### src/msbc_defines.vh
// constants for the module sideband control block
`ifndef MSBC_DEFINES_VH
`define MSBC_DEFINES_VH
`define MSBC_CLK_HZ            40000000
`define MSBC_RESET_PULSE_NS    1000
`define MSBC_RESET_PULSE_CYC   ((`MSBC_RESET_PULSE_NS * 40 + 999) / 1000)
`define MSBC_RESET_EXEC_US     1000
`define MSBC_RESET_EXEC_CYC    (`MSBC_RESET_EXEC_US * 40)
`define MSBC_POWERUP_MS        2000
`define MSBC_POWERUP_CYC       (`MSBC_POWERUP_MS * 40000)
`define MSBC_CNT_W             27
`endif

### src/msbc_sideband.v
// module-side sideband control: select gating, reset, low power, presence, attention
`timescale 1ns/1ps
`include "msbc_defines.vh"
// Overview of operation
// - select low lets management bus commands through and answers go out once the module is functional
// - select high blocks bus traffic and releases the data line
// - an undriven select pin counts as high, module deselected
// - reset held low past minimum width restores all settings to defaults
// - reset execution timing starts at the reset pin rising edge
// - completion shown by attention low with init-pending bit cleared
// - power-up raises the completion attention without a host reset
// - low-power request high puts the module in reduced-power state
// - presence output is tied low while inserted
// - attention driven low on a fault event while functional
// - attention only pulled low, else floating; host pulls it up
// - module fully functional within 2000 ms of power good
module msbc_sideband #(
  parameter [26:0] RESET_PULSE_CYC = `MSBC_RESET_PULSE_CYC,
  parameter [26:0] RESET_EXEC_CYC  = `MSBC_RESET_EXEC_CYC,
  parameter [26:0] POWERUP_CYC     = `MSBC_POWERUP_CYC
) (
  // clock and reset
  input  wire clk,
  input  wire rst,
  // host sideband pins
  input  wire module_select_n_in,
  input  wire module_select_n_oe,
  input  wire module_reset_n,
  input  wire low_power_request,
  output wire module_present_n,
  output wire attention_n_o,
  output reg  attention_n_oe,
  // management bus data line toward host
  input  wire sda_in,
  output reg  sda_oe,
  output wire sda_o,
  // management engine side
  output reg  mgmt_enable,
  output reg  mgmt_sda_in,
  input  wire mgmt_sda_drive_low,
  input  wire fault_event,
  input  wire flags_read,
  output reg  defaults_restore,
  output reg  low_power_mode,
  output reg  init_pending,
  output reg  functional
);
  localparam ST_POWERUP = 2'd0;
  localparam ST_RESET   = 2'd1;
  localparam ST_EXEC    = 2'd2;
  localparam ST_RUN     = 2'd3;

  reg  [1:0]  state;
  reg  [1:0]  next_state;
  reg  [26:0] low_count;
  reg         reset_prev;
  reg         long_low;
  reg         attn_done;
  reg         attn_fault;
  reg         t_start;
  reg  [26:0] t_len;
  reg         pu_kicked;
  wire        pu_start;
  wire [26:0] timer_len;
  wire        timer_go;
  wire        t_done;
  wire        select_active;
  wire        reset_rise;

  // pull-up: undriven select reads high
  assign select_active    = module_select_n_oe & ~module_select_n_in;
  assign reset_rise       = module_reset_n & ~reset_prev;
  assign module_present_n = 1'b0;
  assign attention_n_o    = 1'b0;
  assign sda_o            = 1'b0;
  // one timer serves power-up and reset execution
  assign pu_start         = ~pu_kicked & (state == ST_POWERUP);
  assign timer_len        = pu_start ? POWERUP_CYC : t_len;
  assign timer_go         = pu_start | t_start;

  msbc_timer #(
    .W      (27)
  ) u_timer (
    .clk    (clk),
    .rst    (rst),
    .start  (timer_go),
    .length (timer_len),
    .busy   (),
    .done   (t_done)
  );

  // select gating of the shared bus
  always @(posedge clk) begin
    if (rst) begin
      mgmt_enable <= 1'b0;
      mgmt_sda_in <= 1'b1;
      sda_oe      <= 1'b0;
    end else begin
      mgmt_enable <= select_active & functional;
      mgmt_sda_in <= select_active ? sda_in : 1'b1;
      sda_oe      <= select_active & functional & mgmt_sda_drive_low;
    end
  end

  always @(posedge clk) begin
    if (rst) begin
      low_power_mode <= 1'b0;
    end else begin
      low_power_mode <= low_power_request;
    end
  end

  // reset pin low-time measurement
  always @(posedge clk) begin
    if (rst) begin
      reset_prev <= 1'b1;
      low_count  <= 27'h0000000;
      long_low   <= 1'b0;
    end else begin
      reset_prev <= module_reset_n;
      if (module_reset_n) begin
        low_count <= 27'h0000000;
        long_low  <= 1'b0;
      end else if (low_count >= RESET_PULSE_CYC - 27'h0000001) begin
        long_low <= 1'b1;
      end else begin
        low_count <= low_count + 27'h0000001;
      end
    end
  end

  always @* begin
    next_state = state;
    t_start    = 1'b0;
    t_len      = RESET_EXEC_CYC;
    case (state)
      ST_POWERUP: begin
        if (long_low) begin
          next_state = ST_RESET;
        end else if (t_done) begin
          next_state = ST_RUN;
        end
      end
      ST_RESET: begin
        if (reset_rise) begin
          next_state = ST_EXEC;
          t_start    = 1'b1;
        end
      end
      ST_EXEC: begin
        if (long_low) begin
          next_state = ST_RESET;
        end else if (t_done) begin
          next_state = ST_RUN;
        end
      end
      ST_RUN: begin
        if (long_low) begin
          next_state = ST_RESET;
        end
      end
      default: begin
        next_state = ST_POWERUP;
      end
    endcase
  end

  // a reset pin low held past the minimum width aborts power-up too
  always @(posedge clk) begin
    if (rst) begin
      state            <= ST_POWERUP;
      init_pending     <= 1'b1;
      functional       <= 1'b0;
      defaults_restore <= 1'b0;
      attn_done        <= 1'b0;
    end else begin
      state            <= next_state;
      defaults_restore <= (next_state == ST_RESET) && (state != ST_RESET);
      if (next_state == ST_RESET) begin
        init_pending <= 1'b1;
        functional   <= 1'b0;
        attn_done    <= 1'b0;
      end else if (state != ST_RUN && next_state == ST_RUN) begin
        init_pending <= 1'b0;
        functional   <= 1'b1;
        attn_done    <= 1'b1;
      end else if (flags_read) begin
        attn_done <= 1'b0;
      end
    end
  end

  // power-up timer kick on the first cycle after rst
  always @(posedge clk) begin
    if (rst) begin
      pu_kicked <= 1'b0;
    end else begin
      pu_kicked <= 1'b1;
    end
  end

  // fault flag: set wins over the host's read-to-clear
  always @(posedge clk) begin
    if (rst) begin
      attn_fault <= 1'b0;
    end else if (fault_event & functional) begin
      attn_fault <= 1'b1;
    end else if (flags_read) begin
      attn_fault <= 1'b0;
    end
  end

  always @(posedge clk) begin
    if (rst) begin
      attention_n_oe <= 1'b0;
    end else begin
      attention_n_oe <= attn_done | attn_fault;
    end
  end

endmodule // msbc_sideband

### src/msbc_timer.v
// cycle timer that pulses done once after a start
`timescale 1ns/1ps
module msbc_timer #(
  parameter W = 27
) (
  // clock and reset
  input  wire         clk,
  input  wire         rst,
  // control
  input  wire         start,
  input  wire [W-1:0] length,
  // status
  output reg          busy,
  output reg          done
);
  reg [W-1:0] count;

  always @(posedge clk) begin
    if (rst) begin
      busy  <= 1'b0;
      done  <= 1'b0;
      count <= {W{1'b0}};
    end else begin
      done <= 1'b0;
      if (start) begin
        busy  <= 1'b1;
        count <= length;
      end else if (busy) begin
        if (count <= {{(W-1){1'b0}}, 1'b1}) begin
          busy <= 1'b0;
          done <= 1'b1;
        end else begin
          count <= count - {{(W-1){1'b0}}, 1'b1};
        end
      end
    end
  end
endmodule // msbc_timer

### config.mk
export PLATFORM = sky130hd
export DESIGN_NAME = msbc_sideband
export DESIGN_NICKNAME = d
export VERILOG_FILES = /design/src/msbc_sideband.v /design/src/msbc_timer.v
export VERILOG_INCLUDE_DIRS = /design/src
export SDC_FILE = /design/constraint.sdc
export NUM_CORES = 1
export LEC_CHECK = 0
export BUFFER_PORTS_ARGS = -buffer_cell sky130_fd_sc_hd__buf_4
export CAP_MARGIN = 40
export CORE_ASPECT_RATIO = 0.6
export CORE_UTILIZATION = 45
export DETAILED_ROUTE_END_ITERATION = 16
export SLEW_MARGIN = 30
export SYNTH_ARGS = -nofsm -noshare
export SYNTH_HDL_FRONTEND = slang
export SYNTH_HIERARCHICAL = 1
export SYNTH_SLANG_ARGS = --single-unit
export TNS_END_PERCENT = 20
### constraint.sdc
create_clock -name clk -period 2.6 [get_ports clk]
set_input_delay 0.26 -clock clk [delete_from_list [all_inputs] [get_ports clk]]
set_output_delay 0.26 -clock clk [all_outputs]
set_load 0.01 [all_outputs]
# After elaboration in Yosys (flattened, before gate mapping)
# Index checks and enable logic that the tools add are counted.
[totals]
regBits = 71
out_inout_bits = 11
input_bits = 10
elab_cells = 74
[classes]
add_sub_neg = 2
reduce_logical = 12
n_eq_ne = 8
bitwise = 13
n_lt_le_gt_ge = 2
n_mux = 19
[ops]
columns = ["operator", "count"]
rows = [
  ["$mux 27", 4],
  ["$add 27x1->27 const B", 1],
  ["$ge 27x6->1 const B", 1],
  ["$le 27x1->1 const B", 1],
  ["$sub 27x1->27 const B", 1],
  ["$mux 1", 10],
  ["$mux 2", 4],
  ["$reduce_or 2->1", 4],
  ["$and 1x1->1", 6],
  ["$eq 2x2->1 const B", 3],
  ["$pmux 2 s3", 1],
  ["$reduce_bool 2->1", 3],
  ["$not 1->1", 5],
  ["$eq 2x1->1 const B", 2],
  ["$ne 2x2->1 const B", 2],
  ["$reduce_or 3->1", 1],
  ["$logic_and 1x1->1", 2],
  ["$logic_not 2->1", 1],
  ["$ne 2x1->1 const B", 1],
  ["$or 1x1->1", 2],
  ["$reduce_and 2->1", 1],
]

# Depth between registers and ports, before layout
[depth]
ltp_word = 7
ltp_mapped = 8
ltp_nobuf = 7

# By module
# The synthesis kept the hierarchy.
[by_module_without_submodules]
columns = ["mod", "cells_per_inst", "instances", "area_each_um2", "seq_area_each_um2"]
rows = [
  ["msbc_timer", 204, 1, 1746.7, 580.6],
  ["msbc_sideband", 137, 1, 1446.4, 840.8],
]

# Worst setup path after synthesis
# Ideal clock, no wire load.
[synth_path]
path_kind = "reg2reg"
from = "register u_timer.count[6]"
to = "register u_timer.count[19]"
path_stages_with_launch = 8
required_time_ns = 2.514
setup_ns = 0.086
arrival_time_ns = 1.998
period_less_slack_ns = 2.084
setup_slack_ns = 0.516
n_path_buf = 1
cell_sequence = "dfxtp_1 > or4_4 > or3_4 > nor3_4 > buf_4 > nor3_1 > xnor2_1 > a211oi_1"
[synth_between]
elab_chain_cells = 4
word_cells_on_any_way = 7
classes_between = "1 x add/sub; 1 x order compare; 1 x eq/ne; 3 x mux; 1 x reduce/logical"
[synth_lines]
columns = ["item", "line", "source"]
rows = [
  ["from (decl)", "msbc_timer.v:16", "reg [W-1:0] count;"],
  ["from (signal assigned)", "msbc_timer.v:22", "count <= {W{1'b0}};"],
  ["from (signal assigned)", "msbc_timer.v:27", "count <= length;"],
  ["from (signal assigned)", "msbc_timer.v:33", "count <= count - {{(W-1){1'b0}}, 1'b1};"],
  ["$sub 27x1->27", "msbc_timer.v:33", ""],
  ["$mux 27", "msbc_timer.v:29", "if (count <= {{(W-1){1'b0}}, 1'b1}) begin"],
  ["$mux 27", "msbc_timer.v:28", "end else if (busy) begin"],
  ["$mux 27", "msbc_timer.v:25", "if (start) begin"],
]
# Parallel ways exist; a longest one is shown, timed or not. The select of a mux whose other input is x is not followed.
# A chain may end at the register's enable or synchronous reset.

# Worst setup path in the final report
[layout_path]
from = "register u_timer.count[6]"
to = "register u_timer.count[13]"
# The elaborated chain is that of the path after synthesis.

==> impl_metrics.yaml <==
status:
  status: "finished, final reports clean"
pwr:
  p_leak_nw: 1.43
  power_mw: 2.68
  p_int_mw: 1.99
  p_clk_frac: 0.463
  seq_power_share: 0.436
  netSwitchingPower_mw: 0.688
  pwr-share-comb: 0.102
  power.density_mw_per_mm2: 701
  ir_drop_mv: 0.532
  switching_share: 0.257
yosys:
  synth_area_leaders: "dfxtp_1, xnor2_1, and2_1, a211oi_1, nor2_1"
  syn_area_mm2: 0.00319
  synth_cells: 341
  synth.most_common_cell: "dfxtp_1"
  synth_top_area_cell: "dfxtp_1"
  synth-edff-count: 0
  ys_seq_area_frac: 0.445
  synthFlopType: "dfxtp_1"
  yosysWarnings: 6
  synthTopCellsByCount: "dfxtp_1, nor2_1, and2_1"
  synthArstFlopShare: 0
  ys_ff_latch: 71
  synth.distinct_cells: 58
  synth_top_area_share: 0.445
  avgSynthCellArea_um2: 9.36
worst_setup_path:
  crit_buf_inv: 0
  cp-start-kind: "register"
  worstPathCellList: "or4_4 -> or3_4 -> nor3_4 -> nor3_2 -> a31o_1 -> a311oi_2"
  endpoint_kind: "register"
  worst-endpoint-required_ns: 2.85
  slowest_delay_ns: 0.58
  crit_type: "reg -> reg"
  slowest_stage: "or4_4"
  cp.arrival_ns: 2.61
  worstPathMaxFanout: 9
  crit_family: "simple AND/OR/NAND/NOR gates"
clocking:
  hold_buffers: 0
  cts-root-buf: "clkbuf_16"
  cts.sink_count: 71
  insertion_delay_ns: 0.33
  cts_made_buffers: 9
  cts_tree: "done"
  cts_resized: 0
  clkTransAtPathRegs_ns: 0.06
  cts_setup_buffers: 0
  ctsLongestPathBuffers: 2
  cts_max_level: 3
timing:
  maxSlewHeadroom: 0.532
  fmax_ghz: 0.423
  finalMaxSlewViolations: 0
  tightest_slew_ns: 0.695
  rsz0062_at_grt: "false"
  holdWs_ns: 0.109
  fin_ws_ns: 0.237
  fin_tns_setup_ns: 0
  min_period_ns: 2.36
  finalSetupViolCount: 0
  skew_ns: 0.00486
  hold_viol_final: 0
  period_share: 0.909
die:
  io_pins: 21
  die-area_mm2: 0.00745
  core_area_mm2: 0.00676
  die_w_um: 111
  die_h_um: 67.3
  row_count: 23
  start_util: 0.472
cells_and_area:
  area_growth_pct: 19.7
  fillers: 606
  fin_area_mm2: 0.00382
  diodes: 0
  nets: 398
  layout-drive-gt1-share: 0.182
route:
  ant_nets: 0
  wire_per_inst_um: 13.8
  viasPerCell: 5.19
  firstDrtPassIters: 4
  drt_iter0_markers: 146
  wl_mm: 6.56
  drc: 0
  vias: 2474
global_routing:
  antenna_found_initial: 0
  grt_pass1_vias: 2214
  grt_first_pass_wirelength_mm: 11.0
  grt_overflow_total: 0
  grt_use_total: 0.188
  grt_max_degree: 52
placed_design:
  place.detailed.hpwl_mm: 4.57
  gp_congestion: 0.788
  placed_area_mm2: 0.00352
  port_buffers: 17
  pre_cts_ws_ns: 0.249
flow_run:
  maxCapViolCount: 0
worst_hold_path:
  holdCritPathClass: "in -> reg"
-- final timing paths --
check / startpoint / to / slack (ns) / cells after the start
hold reg to reg: attn_done / attention_n_oe / 0.46 / 2
setup / recovery: u_timer/count[6] / u_timer/count[13] / 0.24 / 6
setup reg to reg: u_timer/count[6] / u_timer/count[13] / 0.24 / 6
hold / removal: sda_in / mgmt_sda_in / 0.11 / 2
-- cells by family after synthesis --
kind of cell | after synthesis | share of synthesized area
buffers and inverters | 29 | 0.0392
AOI/OAI and AO/OA | 61 | 0.148
muxes | 2 | 0.00627
DFF | 71 | 0.445
xor gates and xnor gates | 19 | 0.0521
adders and majority gates | 3 | 0.0118
and+or+nand+nor | 154 | 0.295
other | 2 | 0.00235
-- final cells by class --
cell class                 count  area [µm²]  area share
tap                           87         109      0.0285
sequential                    71        1420       0.372
clock inverter                 7        80.1      0.0209
clock buffer                   9         225      0.0589
multi-input combinational    262        1730       0.451
inverter                      12        45.0      0.0118
timing repair buffer          29         218      0.0569
-- power groups by stage --
stage               Combinational (mW)  Clock [mW]  Sequential [mW]
floorplan                        0.196           0             1.18
global placement                 0.267           0             1.19
detailed placement               0.271           0             1.19
CTS                              0.272        1.27             1.17
global route                     0.302        1.32             1.17
finish                           0.273        1.24             1.17
-- layout by cell type, fill, tap and decap left out, types with 3 or more instances in the layout --
cell and n:
nand2b_1 4, nor2_1 32, clkbuf_16 9, nand2_1 17, nand3_1 4, nor2b_1 3, conb_1 23, a211oi_1 18
nor3b_1 3, nor4_2 8, dfxtp_1 71, nor3_1 17, ha_1 3, or3_1 7, inv_1 11, o21bai_1 6
nand4_1 5, xnor2_1 19, buf_4 29, nor3_2 4, and2_1 23, nor4_1 9, a21oi_1 11
-- layer usage --
layer / track usage / vias to the layer above / part of all wire
li1: - / 1302 / -
met1: 0.286 / 1111 / 0.57
met5: 0 / - / 0
met4: 0.0700 / 0 / 0.014
met2: 0.244 / 51 / 0.36
met3: 0.0530 / 10 / 0.054
-- flip-flops by register name, indices dropped and copies added (netlist names) --
name              flops
low_count            27
u_timer/count        27
state                 2
attention_n_oe        1
attn_done             1
attn_fault            1
defaults_restore      1
functional            1
init_pending          1
long_low              1
low_power_mode        1
mgmt_enable           1
mgmt_sda_in           1
pu_kicked             1
reset_prev            1
sda_oe                1
u_timer/busy          1
u_timer/done          1
-- metrics by stage --
| step | util | std cells |
|---|---|---|
| global placement | 0.520 | 461 |
| finish | 0.565 | 477 |
| detailed placement | 0.520 | 461 |
| floorplan | - | 362 |
| CTS | 0.565 | 477 |
| global route | 0.565 | 477 |
Power figures use the tool's default switching activity.
